<file path="config.mk">
export PLATFORM = sky130hd
export DESIGN_NAME = vpecs_regs
export DESIGN_NICKNAME = d
export VERILOG_FILES = /design/src/hw/vpecs_pkg.sv /design/src/hw/vpecs_regs.sv /design/src/hw/vpecs_vpe_slice.sv
export VERILOG_INCLUDE_DIRS = /design/src /design/src/hw
export SDC_FILE = /design/constraint.sdc
export NUM_CORES = 1
export LEC_CHECK = 0
export BUFFER_PORTS_ARGS = -buffer_cell sky130_fd_sc_hd__buf_2
export CAP_MARGIN = 20
export CORE_MARGIN = 2
export CORE_UTILIZATION = 45
export CTS_BUF_LIST = sky130_fd_sc_hd__clkbuf_4 sky130_fd_sc_hd__clkbuf_8
export DETAILED_ROUTE_END_ITERATION = 10
export SYNTH_ARGS = -nofsm -noshare
export SYNTH_HDL_FRONTEND = slang
export SYNTH_SLANG_ARGS = --single-unit
export TNS_END_PERCENT = 50
</file>
<file path="constraint.sdc">
create_clock -name sys_clk -period 8.5 [get_ports sys_clk]
set_input_delay 1.275 -clock sys_clk [delete_from_list [all_inputs] [get_ports sys_clk]]
set_output_delay 1.275 -clock sys_clk [all_outputs]
set_load 0.02 [all_outputs]
</file>
<file path="src/hw/vpecs_defines.svh">
`ifndef VPECS_DEFINES_SVH
`define VPECS_DEFINES_SVH
`define VPECS_SEL_CONFIG 3'h3
`define VPECS_SEL_THREAD_INSTR_A_QUALIFIER_MASK 3'h4
`define VPECS_SEL_HINT 3'h5
`define VPECS_SEL_FBACK 3'h6
`define VPECS_SEL_OPT 3'h7
`define VPECS_UDI_LSB 20
`define VPECS_COP2_LSB 10
`define VPECS_COP1_LSB 0
`define VPECS_OPT_W 16
`define VPECS_YQ_W 31
`define VPECS_CAUSE_QUAL 4'h3
`define VPECS_QUAL_INPUTS 31
`define VPECS_UDI_PRESET 8'h01
`define VPECS_COP2_PRESET 8'h01
`define VPECS_COP1_PRESET 8'h01
`define VPECS_HINT_RESET 32'h00000000
`define VPECS_FBACK_RESET 32'h00000000
`define VPECS_OPT_RESET 16'h0000
`define VPECS_YQ_RESET 31'h00000000
`define VPECS_SHARE_FULL 8'hFF
`endif

</file>
<file path="src/hw/vpecs_pkg.sv">
package vpecs_pkg;
    typedef struct packed {
        logic [7:0] udi_context_count;
        logic [7:0] cop2_context_count;
        logic [7:0] cop1_context_count;
        logic [30:0] thread_instr_a_qualifier_mask;
        logic [31:0] sched_hint;
        logic [31:0] sched_feedback;
        logic [15:0] cache_way_options;
    } vpecs_regs_t;
    typedef struct packed {
        logic wr_en;
        logic rd_en;
        logic [2:0] sel;
        logic [31:0] wdata;
    } vpecs_acc_t;
    typedef struct packed {
        logic [31:0] rdata;
        logic rd_valid;
        logic exc;
        logic [3:0] cause;
        logic [7:0] share;
    } vpecs_top_t;
endpackage

</file>
<file path="src/hw/vpecs_regs.sv">
`timescale 1ns/1ns
`default_nettype none
`include "vpecs_defines.svh"
module vpecs_regs #(
    parameter int NUM_VPE = 2,
    parameter int QUAL_INPUTS = `VPECS_QUAL_INPUTS,
    parameter logic [7:0] UDI_PRESET = `VPECS_UDI_PRESET,
    parameter logic [7:0] COP2_PRESET = `VPECS_COP2_PRESET,
    parameter logic [7:0] COP1_PRESET = `VPECS_COP1_PRESET,
    localparam int VW = (NUM_VPE > 1) ? $clog2(NUM_VPE) : 1
) (
    // clock and reset
    input wire logic sys_clk,
    input wire logic srst,
    // register access, five registers at selects 3 to 7
    input wire vpecs_pkg::vpecs_acc_t acc,
    input wire logic [VW-1:0] acc_vpe,
    input wire logic config_write_enable,
    output logic [31:0] rdata,
    output logic rd_valid,
    // thread_instr_a qualifier check
    input wire logic thread_instr_a_valid,
    input wire logic [VW-1:0] thread_instr_a_vpe,
    input wire logic [31:0] source_operand,
    output logic thread_exc,
    output logic [3:0] thread_exc_cause,
    // scheduler
    input wire logic [NUM_VPE-1:0] retire_inc,
    input wire logic [VW-1:0] thread_vpe,
    input wire logic [7:0] thread_sched_hint,
    output logic [7:0] thread_issue_share,
    output logic [NUM_VPE*32-1:0] sched_hint,
    // cache way allocation
    output logic [NUM_VPE*8-1:0] icache_way_exclude,
    output logic [NUM_VPE*8-1:0] dcache_way_exclude
);
    if (NUM_VPE < 1 || NUM_VPE > 16 || QUAL_INPUTS < 0 || QUAL_INPUTS > 31) begin : g_bad_params
        $error("vpecs_regs: unsupported parameters");
    end

    ////////////////////////////////////////////////////////////////////////////////
    // per virtual processor copies
    vpecs_pkg::vpecs_regs_t regs [NUM_VPE];

    for (genvar g = 0; g < NUM_VPE; g++) begin : g_vpe
        vpecs_vpe_slice #(
            .QUAL_INPUTS(QUAL_INPUTS),
            .UDI_PRESET(UDI_PRESET),
            .COP2_PRESET(COP2_PRESET),
            .COP1_PRESET(COP1_PRESET)
        ) u_slice (
            .sys_clk(sys_clk),
            .srst(srst),
            .wr_en(acc.wr_en && acc_vpe == VW'(g)),
            .sel(acc.sel),
            .wdata(acc.wdata),
            .config_write_enable(config_write_enable),
            .retire_inc(retire_inc[g]),
            .regs(regs[g])
        );
        assign sched_hint[g*32 +: 32] = regs[g].sched_hint;
        assign icache_way_exclude[g*8 +: 8] = regs[g].cache_way_options[15:8];
        assign dcache_way_exclude[g*8 +: 8] = regs[g].cache_way_options[7:0];
    end

    ////////////////////////////////////////////////////////////////////////////////
    // read mux, thread_instr_a check, issue share
    vpecs_pkg::vpecs_top_t state;
    vpecs_pkg::vpecs_top_t next_state;
    vpecs_pkg::vpecs_regs_t rsel;
    vpecs_pkg::vpecs_regs_t ysel;
    vpecs_pkg::vpecs_regs_t tsel;
    logic [7:0] vpe_share;
    logic [15:0] prod;

    always_comb begin
        rsel = regs[0];
        ysel = regs[0];
        tsel = regs[0];
        for (int i = 0; i < NUM_VPE; i++) begin
            if (acc_vpe == VW'(i)) begin
                rsel = regs[i];
            end
            if (thread_instr_a_vpe == VW'(i)) begin
                ysel = regs[i];
            end
            if (thread_vpe == VW'(i)) begin
                tsel = regs[i];
            end
        end
    end

    always_comb begin
        next_state = state;
        next_state.rd_valid = acc.rd_en;
        if (acc.rd_en) begin
            case (acc.sel)
                `VPECS_SEL_CONFIG: begin
                    next_state.rdata = {4'h0, rsel.udi_context_count, 2'h0,
                        rsel.cop2_context_count, 2'h0, rsel.cop1_context_count};
                end
                `VPECS_SEL_THREAD_INSTR_A_QUALIFIER_MASK: next_state.rdata = {1'b0, rsel.thread_instr_a_qualifier_mask};
                `VPECS_SEL_HINT: next_state.rdata = rsel.sched_hint;
                `VPECS_SEL_FBACK: next_state.rdata = rsel.sched_feedback;
                `VPECS_SEL_OPT: next_state.rdata = {16'h0000, rsel.cache_way_options};
                default: next_state.rdata = 32'h00000000;
            endcase
        end
        // positive operand naming a bit outside the mask traps
        next_state.exc = thread_instr_a_valid && !source_operand[31] &&
            ((source_operand[30:0] & ~ysel.thread_instr_a_qualifier_mask) != 31'h00000000);
        next_state.cause = next_state.exc ? `VPECS_CAUSE_QUAL : 4'h0;
        // zero hint means full default share
        vpe_share = (tsel.sched_hint[7:0] == 8'h00) ? `VPECS_SHARE_FULL : tsel.sched_hint[7:0];
        prod = vpe_share * thread_sched_hint;
        next_state.share = prod[15:8];
    end

    always_ff @(posedge sys_clk) begin
        if (srst) begin
            state <= '0;
        end else begin
            state <= next_state;
        end
    end

    assign rdata = state.rdata;
    assign rd_valid = state.rd_valid;
    assign thread_exc = state.exc;
    assign thread_exc_cause = state.cause;
    assign thread_issue_share = state.share;
endmodule // vpecs_regs
`default_nettype wire

</file>
<file path="src/hw/vpecs_vpe_slice.sv">
`timescale 1ns/1ns
`default_nettype none
`include "vpecs_defines.svh"
module vpecs_vpe_slice #(
    parameter int QUAL_INPUTS = `VPECS_QUAL_INPUTS,
    parameter logic [7:0] UDI_PRESET = `VPECS_UDI_PRESET,
    parameter logic [7:0] COP2_PRESET = `VPECS_COP2_PRESET,
    parameter logic [7:0] COP1_PRESET = `VPECS_COP1_PRESET
) (
    // clock and reset
    input wire logic sys_clk,
    input wire logic srst,
    // register access for this copy
    input wire logic wr_en,
    input wire logic [2:0] sel,
    input wire logic [31:0] wdata,
    input wire logic config_write_enable,
    // scheduler event
    input wire logic retire_inc,
    // state
    output vpecs_pkg::vpecs_regs_t regs
);
    vpecs_pkg::vpecs_regs_t state;
    vpecs_pkg::vpecs_regs_t next_state;
    logic [30:0] impl_mask;

    always_comb begin
        for (int i = 0; i < `VPECS_YQ_W; i++) begin
            impl_mask[i] = (i < QUAL_INPUTS);
        end
    end

    always_comb begin
        next_state = state;
        if (wr_en && config_write_enable && sel == `VPECS_SEL_CONFIG) begin
            next_state.udi_context_count = wdata[`VPECS_UDI_LSB +: 8];
            next_state.cop2_context_count = wdata[`VPECS_COP2_LSB +: 8];
            next_state.cop1_context_count = wdata[`VPECS_COP1_LSB +: 8];
        end
        if (wr_en && sel == `VPECS_SEL_THREAD_INSTR_A_QUALIFIER_MASK) begin
            next_state.thread_instr_a_qualifier_mask = wdata[30:0] & impl_mask;
        end
        if (wr_en && sel == `VPECS_SEL_HINT) begin
            next_state.sched_hint = wdata;
        end
        // write loads, retirement still counted in same cycle
        if (wr_en && sel == `VPECS_SEL_FBACK) begin
            next_state.sched_feedback = wdata + {31'h00000000, retire_inc};
        end else begin
            next_state.sched_feedback = state.sched_feedback + {31'h00000000, retire_inc};
        end
        if (wr_en && sel == `VPECS_SEL_OPT) begin
            next_state.cache_way_options = wdata[15:0];
        end
    end

    always_ff @(posedge sys_clk) begin
        if (srst) begin
            state.udi_context_count <= UDI_PRESET;
            state.cop2_context_count <= COP2_PRESET;
            state.cop1_context_count <= COP1_PRESET;
            state.thread_instr_a_qualifier_mask <= `VPECS_YQ_RESET;
            state.sched_hint <= `VPECS_HINT_RESET;
            state.sched_feedback <= `VPECS_FBACK_RESET;
            state.cache_way_options <= `VPECS_OPT_RESET;
        end else begin
            state <= next_state;
        end
    end

    assign regs = state;
endmodule // vpecs_vpe_slice
`default_nettype wire

</file>
* Word level (Yosys, flattened, before mapping)
Index checks and enable logic that the tools add are counted.
** Operators by class
- Mux-type cells :: 8
- Bitwise logic cells :: 3
- Multipliers :: 1
- Add/subtract/negate cells :: 4
- Equality and inequality tests :: 5
- Reduce and logical (&&, ||, !) cells :: 19
** Operator list (count)
- one-hot mux 32 bit (5 select lines) :: 1
- 2-to-1 mux 135 bit :: 1
- adder 32 x 1 -> 32 bit :: 4
- 2-to-1 mux 111 bit :: 1
- 2-to-1 mux 32 bit :: 2
- 2-to-1 mux 56 bit :: 1
- bitwise AND 31 bit :: 1
- inverter 31 bit :: 1
- nonzero test 31 bit :: 1
- logical AND 1 bit :: 16
- multiplier 8 x 8 -> 16 bit :: 1
- equality test 3 bit, second input constant :: 4
- logical NOT 8 bit :: 1
- 2-to-1 mux 8 bit :: 1
- equality test 3 x 2 -> 1 bit, second input constant :: 1
- 2-to-1 mux 2 bit :: 1
- logical NOT 1 bit :: 1
- inverter 1 bit :: 1
** Word-level totals
- Bits in registers :: 316

* Depth between registers and ports, before layout
Gate-level depths: netlist of run 1.
- Depth after elaboration :: 6
- Mapped depth :: 20
- Depth with buffers taken out :: 20

* Hierarchy
A second synthesis of run 1 with hierarchy kept.
** Unflattened totals
- Cell total of the unflattened synthesis :: 2309
- Area total of the unflattened synthesis :: 18427.7 um^2
** By module, submodules not included
- vpecs_regs :: times used 1, area an instance 6516.2 um^2, cells each 776, seq. area each 840.8 um^2
- vpecs_vpe_slice at g_vpe[1].u_slice :: times used 1, area an instance 5960.7 um^2, cells each 759, seq. area each 2702.6 um^2
- vpecs_vpe_slice at g_vpe[0].u_slice :: times used 1, area an instance 5950.7 um^2, cells each 774, seq. area each 2702.6 um^2

* Worst setup path before layout of run 1
OpenSTA, ideal clock, no wires.
- Path type :: input-to-reg
- Start point :: in thread_vpe
- End point :: reg state (netlist bit thread_issue_share[7])
- Setup time :: 0.128 ns
- Path buffers :: 1
- Data required time :: 8.372 ns
- Stages on the path :: 18
- Path slack :: 2.090 ns
- Arrival :: 6.282 ns
- Cell sequence :: clkbuf_1 and3_1 a31oi_1 nand2_1 and2_1 fa_1 fa_1 fa_1 inv_1 fa_1 inv_1 ha_1 a21o_1 a2111o_1 a311o_1 a31oi_1 xnor2_1 nor2_1
** On the way
- Longest elaborated chain between the ends :: 4
** RTL lines
- start: declaration :: RTL line vpecs_regs.sv:29 : input wire logic [VW-1:0] thread_vpe,
- 2-to-1 mux 56 bit * :: RTL line vpecs_regs.sv:87 : if (thread_vpe == VW'(i)) begin
- logical NOT 8 bit :: RTL line vpecs_regs.sv:114 : vpe_share = (tsel.sched_hint[7:0] == 8'h00) ? `VPECS_SHARE_FULL : tsel.sched_hint[7:0];
- 2-to-1 mux 8 bit * :: RTL line vpecs_regs.sv:114
- multiplier 8 x 8 -> 16 bit * :: RTL line vpecs_regs.sv:115 : prod = vpe_share * thread_sched_hint;
- end signal: assignment :: RTL line vpecs_regs.sv:123 : state <= next_state;
- end: declaration :: RTL line vpecs_regs.sv:68 : vpecs_pkg::vpecs_top_t state;
Mark *: on every way between the ends. The rest lies on a longest branch, timed or not.
A chain may end at the register's enable or synchronous reset.

* Worst setup path in the final report of run 1
Same ends and word-level chain as after synthesis.

==> results of run 1 <==
## registers in the layout, indices dropped and copies added, names as in the netlist
signal	count
rdata	32
rd_valid	1
thread_issue_share	8
thread_exc_cause	1
g_vpe.u_slice.regs	270
## how the worst min path moves through the flow
stage,to,startpoint,depth (start not counted),slack (ps)
finish,g_vpe[1].u_slice.regs[114],g_vpe[1].u_slice.regs[114],2,450
global route,g_vpe[1].u_slice.regs[114],g_vpe[1].u_slice.regs[114],2,470
CTS,g_vpe[1].u_slice.regs[114],g_vpe[1].u_slice.regs[114],2,450
detailed placement,g_vpe[1].u_slice.regs[130],g_vpe[1].u_slice.regs[130],2,450
global placement,g_vpe[1].u_slice.regs[126],g_vpe[1].u_slice.regs[126],2,440
floorplan,g_vpe[0].u_slice.regs[114],g_vpe[0].u_slice.regs[114],2,440
## through the flow
step	hold WS [ps]	power [W]
floorplan	436	0.00233
global placement	441	0.00258
detailed placement	446	0.00259
CTS	454	0.00413
global route	468	0.00434
finish	454	0.00411
## metal layers
layer	wire length, um	vias to the layer above
met5	0	-
met4	3220	0
met3	5280	181
met2	30900	788
met1	26800	8257
li1	-	7785
## area by class of cell
type | instances | area [sq um]
Inverter | 45 | 169
Fill cell | 3909 | 19700
Timing Repair Buffer | 257 | 1410
Tap cell | 525 | 657
Sequential cell | 312 | 6250
Clock buffer | 91 | 1160
Multi-Input combinational cell | 1645 | 10300
Clock inverter | 5 | 56.3
## cell families (layout without fill, tap and decap cells)
group                      Yosys count  after routing
adders and majority gates           72             72
muxes                              170            170
xor gates and xnor gates            55             55
and+or+nand+nor                    861            861
DFF                                312            312
other                                1              2
buffers and inverters              317            398
AOI/OAI and AO/OA                  485            485
## critical path: cells and delay by family
kind | cells | cell delay (ps)
adders and majority gates | 5 | 2460
AOI/OAI and AO/OA | 5 | 1600
and+or+nand+nor | 4 | 880
xor gates and xnor gates | 1 | 140
buffers and inverters | 3 | 280
## power groups by stage
stage	logic, W	clock network (W)	registers, W
after floorplan	0.000754	0	0.00157
after global placement	0.00101	0	0.00156
after detailed placement	0.00102	0	0.00156
after CTS	0.00104	0.00156	0.00153
after global routing	0.00118	0.00162	0.00154
final	0.00104	0.00154	0.00153
## synth_stat cells, types with 28 or more instances
| master | instances | area share |
|---|---|---|
| nand2_1 | 513 | 0.11 |
| dfxtp_1 | 312 | 0.34 |
| a21oi_1 | 267 | 0.074 |
| clkbuf_1 | 145 | 0.030 |
| mux2i_1 | 141 | 0.078 |
| buf_4 | 101 | 0.042 |
| nor2_1 | 95 | 0.020 |
| and2_1 | 54 | 0.019 |
| inv_1 | 45 | 0.0093 |
| o21ai_0 | 40 | 0.011 |
| nand3_1 | 39 | 0.011 |
| ha_1 | 37 | 0.026 |
| a22oi_1 | 36 | 0.015 |
| fa_1 | 35 | 0.039 |
| o22ai_1 | 32 | 0.011 |
| xnor2_1 | 28 | 0.014 |
==> impl_metrics.tcl, run 1 <==
set metrics [dict create \
    use_met3 0.0517 \
    synth.area.mux_share 0.104 \
    final_common_cell "nand2_1" \
    fp.dieH_um 205 \
    drc 0 \
    peakVddDrop_mv 0.127 \
    hold_class "reg2reg" \
    async_flop_share 0 \
    synth_fa_ha_area_frac 0.0641 \
    antenna_found_initial 0 \
    synth_top_family_by_area "simple AND/OR/NAND/NOR gates" \
    power_density_nw_per_um2 205 \
    tritoncts "built" \
    final_hold_viol_count 0 \
    internal-power_w 0.00280 \
    status "finished, final reports clean" \
    power_frac_comb 0.253 \
    synth-xor-area-share 0.0265 \
    crit_top_cell "fa_1" \
    start_util 0.457 \
    ant_nets 0 \
    worst_setup_path_start_kind "primary input" \
    final_cell_mix "nand2_1 (512), dfxtp_1 (312), a21oi_1 (267)" \
    portBuffers 225 \
    dieArea_sq_um 42000 \
    p_leak_nw 8.14 \
    synth_compound_area_frac 0.162 \
    cts.sinks 312 \
    finClkSkew_ps 44.5 \
    p_switching_w 0.00131 \
    wire_per_inst_um 23.0 \
    cts_buffers 55 \
    required_ps 9010 \
    num_io_pins 228 \
    cts_resized 0 \
    rsz0062_at_grt "no" \
    power_frac_seq 0.373 \
    r2r_start "g_vpe[1].u_slice.regs[48]" \
    fin_util 0.504 \
    first_global_vias 16500 \
    synth_edf_count 0 \
    placed_area_sq_um 18800 \
    drv_cap 0 \
    r2r_slack_ps 2510 \
    ys_types 70 \
    drt_iter0_markers 1582 \
    synthSimpleGateAreaFrac 0.211 \
    syn_inst 2273 \
    syn-cell-area_sq_um 18100 \
    ys.flop_type "dfxtp_1" \
    arrival_ps 6650 \
    worstRegToRegCells 18 \
    drt_pre_antenna_iters 8 \
    ys_seq_area_frac 0.344 \
    worstReg2RegEnd "thread_issue_share[7]" \
    finalCritPeriodShare 0.723 \
    switching_share 0.318 \
    wirelength_mm 66.2 \
    max_freq_mhz 163 \
    syn_avg_cell_area_sq_um 7.98 \
    cts_buffer_depth 3 \
    tightest_slew_ps 1110 \
    fp.dieW_um 205 \
    fin_nets 2474 \
    path_cells "buf_2 > and3_1 > a31oi_1 > nand2_1 > and2_1 > fa_1 > fa_1 > fa_1 > inv_1 > fa_1 > inv_1 > ha_1 > a21o_1 > a2111o_1 > a311o_1 > a31oi_1 > xnor2_1 > nor2_1" \
    cts_max_level 2 \
    insertion_delay_ps 660 \
    num_vias 17000 \
    root_buffer "clkbuf_8" \
    antenna_cells 0 \
    gp_congestion 0.901 \
    finalNonFillerCells 2880 \
    tns_ps 0 \
    grt_max_degree 133 \
    syn_to_final_growth_pct 10.4 \
    endpoint "thread_issue_share[7]" \
    met1_usage 0.403 \
    grt-ovfl-total 0 \
    critPathLaunch "thread_vpe" \
    pwr-share-clk 0.374 \
    path_class "in2reg" \
    grt.busiest_layer "met2" \
    pre_cts_ws_ps 1710 \
    clkSlewWorstSetupHoldPaths_ps 60 \
    critPathCaptureType "register" \
    fin_ws_ps 2360 \
    critPathMaxStageDelay_ps 570 \
    cts_hold_buffers 0 \
    grt_pass1_wl_mm 100 \
    period_needed_ps 6140 \
    crit_path_max_fanout 11 \
    core_area_sq_um 39700 \
    fin_area_sq_um 20000 \
    post-place-cells 2783 \
    setup_violations 0 \
    hpwlAfterDp_mm 46.6 \
    ys_warn_count 0 \
    ys_ff_latch 312 \
    grt_use_total 0.314 \
    grtUsageMet2 0.512 \
    slew_headroom 0.257 \
    cts_setup_buffers 0 \
    drive_above_1_share 0.169 \
    slowest_stage "fa_1" \
    slew_viol_final 0 \
    rows 73 \
    vias_per_cell 5.91 \
]
Note: power is estimated with default switching activity, not from simulation.
==> inputs of run 2 (changes only) <==
--- a/config.mk
+++ b/config.mk
@@ -12,6 +12,7 @@
 export CORE_UTILIZATION = 45
 export CTS_BUF_LIST = sky130_fd_sc_hd__clkbuf_4 sky130_fd_sc_hd__clkbuf_8
 export DETAILED_ROUTE_END_ITERATION = 10
+export PLACE_DENSITY = 0.67
 export SYNTH_ARGS = -nofsm -noshare
 export SYNTH_HDL_FRONTEND = slang
 export SYNTH_SLANG_ARGS = --single-unit
==> constraint.sdc (replaced) <==
create_clock -name sys_clk -period 5.5 [get_ports sys_clk]
set_input_delay 0.825 -clock sys_clk [delete_from_list [all_inputs] [get_ports sys_clk]]
set_output_delay 0.825 -clock sys_clk [all_outputs]
set_load 0.02 [all_outputs]
==> run 2 against run 1 <==
Wire length shrank 2.9%. Combinational power grew 71%. Sequential power grew 54%. Register-to-register slack lost 2300 ps. Count of clock-buffer cells in the layout shrank 6. Sequential share of layout area shrank 0.56 points. Non-clock buffer count grew 41.
==> impl_metrics.tcl, run 2 (synthesized netlist as in run 1, its figures left out) <==
set metrics [dict create \
    status "finished, final reports clean" \
    hpwlAfterDp_mm 45.1 \
    cts_buffers 52 \
    cts_buffer_depth 3 \
    antenna_found_initial 0 \
    power_frac_seq 0.359 \
    critPathMaxStageDelay_ps 550 \
    insertion_delay_ps 640 \
    period_needed_ps 5290 \
    post-place-cells 2825 \
    num_io_pins 228 \
    grt-ovfl-total 0 \
    fin_util 0.513 \
    grt_max_degree 163 \
    cp_top_family "adder cells" \
    final_common_cell "nand2_1" \
    syn_to_final_growth_pct 12.4 \
    rows 73 \
    power_frac_comb 0.270 \
    root_buffer "clkbuf_8" \
    drt_iter0_markers 1729 \
    p_switching_w 0.00206 \
    finClkSkew_ps 41.2 \
    portBuffers 225 \
    core_area_sq_um 39700 \
    ant_nets 0 \
    gp_congestion 0.932 \
    drive_above_1_share 0.185 \
    nFillCells 3800 \
    dieArea_sq_um 42000 \
    worst_setup_path_start_kind "register" \
    cts_resized 0 \
    drv_cap 0 \
    crit_buf_inv 3 \
    largest_register_ffs 270 \
    fin_ws_ps 215 \
    total_power_w 0.00658 \
    power_density_nw_per_um2 323 \
    fin_area_sq_um 20400 \
    seq_area_sq_um 6250 \
    placed_area_sq_um 19200 \
    tritoncts "built" \
    cts_max_level 2 \
    start_util 0.457 \
    pwr-share-clk 0.371 \
    slew_viol_final 0 \
    tightest_slew_ps 1160 \
    drc 0 \
    pre_cts_ws_ps -121 \
    vias_per_cell 5.86 \
    switching_share 0.313 \
    critPathCaptureType "register" \
    crit_top_cell "fa_1" \
    multi_input_area_sq_um 10400 \
    fin_nets 2512 \
    finalNonFillerCells 2919 \
    wirelength_mm 64.2 \
    slew_headroom 0.228 \
    antenna_cells 0 \
    setup_violations 0 \
    crit_path_max_fanout 5 \
    rsz0062_at_grt "no" \
    first_global_vias 16500 \
    required_ps 5980 \
    arrival_ps 5760 \
    fp.dieW_um 205 \
    num_vias 17100 \
    wire_per_inst_um 22.0 \
    final_hold_viol_count 0 \
    p_leak_nw 8.35 \
    finalCritPeriodShare 0.961 \
    hold_class "in2reg" \
    grt_pass1_wl_mm 97.0 \
    internal-power_w 0.00452 \
    cts_setup_buffers 0 \
    cts.sinks 312 \
    final_cell_mix "nand2_1 (506), dfxtp_1 (312), a21oi_1 (267)" \
    grt_use_total 0.301 \
    max_freq_mhz 189 \
    fp.dieH_um 205 \
    clkSlewWorstSetupHoldPaths_ps 60 \
    path_class "reg2reg" \
    drt_pre_antenna_iters 6 \
    path_cells "nor4_1 > and3_4 > a31oi_4 > buf_12 > nand2_2 > and2_1 > fa_1 > fa_1 > fa_1 > inv_1 > fa_1 > inv_1 > ha_4 > a21o_1 > a2111o_1 > a311o_1 > a31oi_1 > xnor2_1 > nor2_1" \
    cts_hold_buffers 0 \
    slowest_stage "fa_1" \
    peakVddDrop_mv 0.266 \
]
## run 2: cell types whose count changed in the layout (fill, tap and decap cells not counted), sizes merged
cell    previous run  this run
clkbuf            91        85
bufinv             1         4
clkinv             2         3
buf              257       298
## run 2: per-layer routing
layer,vias to the layer above,part of all wire,GRT usage
met5,-,0,0
met4,0,0.062,0.179
met3,214,0.087,0.0490
met2,955,0.46,0.490
met1,8069,0.39,0.375
li1,7881,-,-
## run 2: path summary, 6_finish.rpt
check,startpoint,endpoint,slack [ps],cells after the start
worst max-delay path,g_vpe[1].u_slice.regs[48],thread_issue_share[7],210,19
worst min-delay path,source_operand[31],thread_exc_cause[0],400,2
worst max register to register,g_vpe[1].u_slice.regs[48],thread_issue_share[7],210,19
worst min register to register,g_vpe[1].u_slice.regs[132],g_vpe[1].u_slice.regs[132],450,2
## run 2: final cells by class
cell class,instances,share of cell area
multi-input combinational,1645,0.509
sequential,312,0.306
clock inverter,9,0.00742
inverter,45,0.00828
timing repair buffer,298,0.0839
clock buffer,85,0.0531
tap,525,0.0322
## run 2: power groups by stage
| stage | clock network [W] | logic [W] | registers, W |
|---|---|---|---|
| 3_3_place_gp | 0 | 0.00173 | 0.00241 |
| 2_1_floorplan | 0 | 0.00120 | 0.00243 |
| 4_1_cts | 0.00245 | 0.00177 | 0.00236 |
| 5_1_grt | 0.00255 | 0.00198 | 0.00237 |
| 3_5_place_dp | 0 | 0.00175 | 0.00241 |
| 6_report | 0.00244 | 0.00178 | 0.00236 |
## run 2: per-stage QoR
step / hold slack [ps] / setup TNS [ps]
after detailed placement: 446 / -236
after global routing: 415 / 0
final: 401 / 0
after CTS: 392 / 0
after global placement: 441 / -84.9
after floorplan: 436 / 0
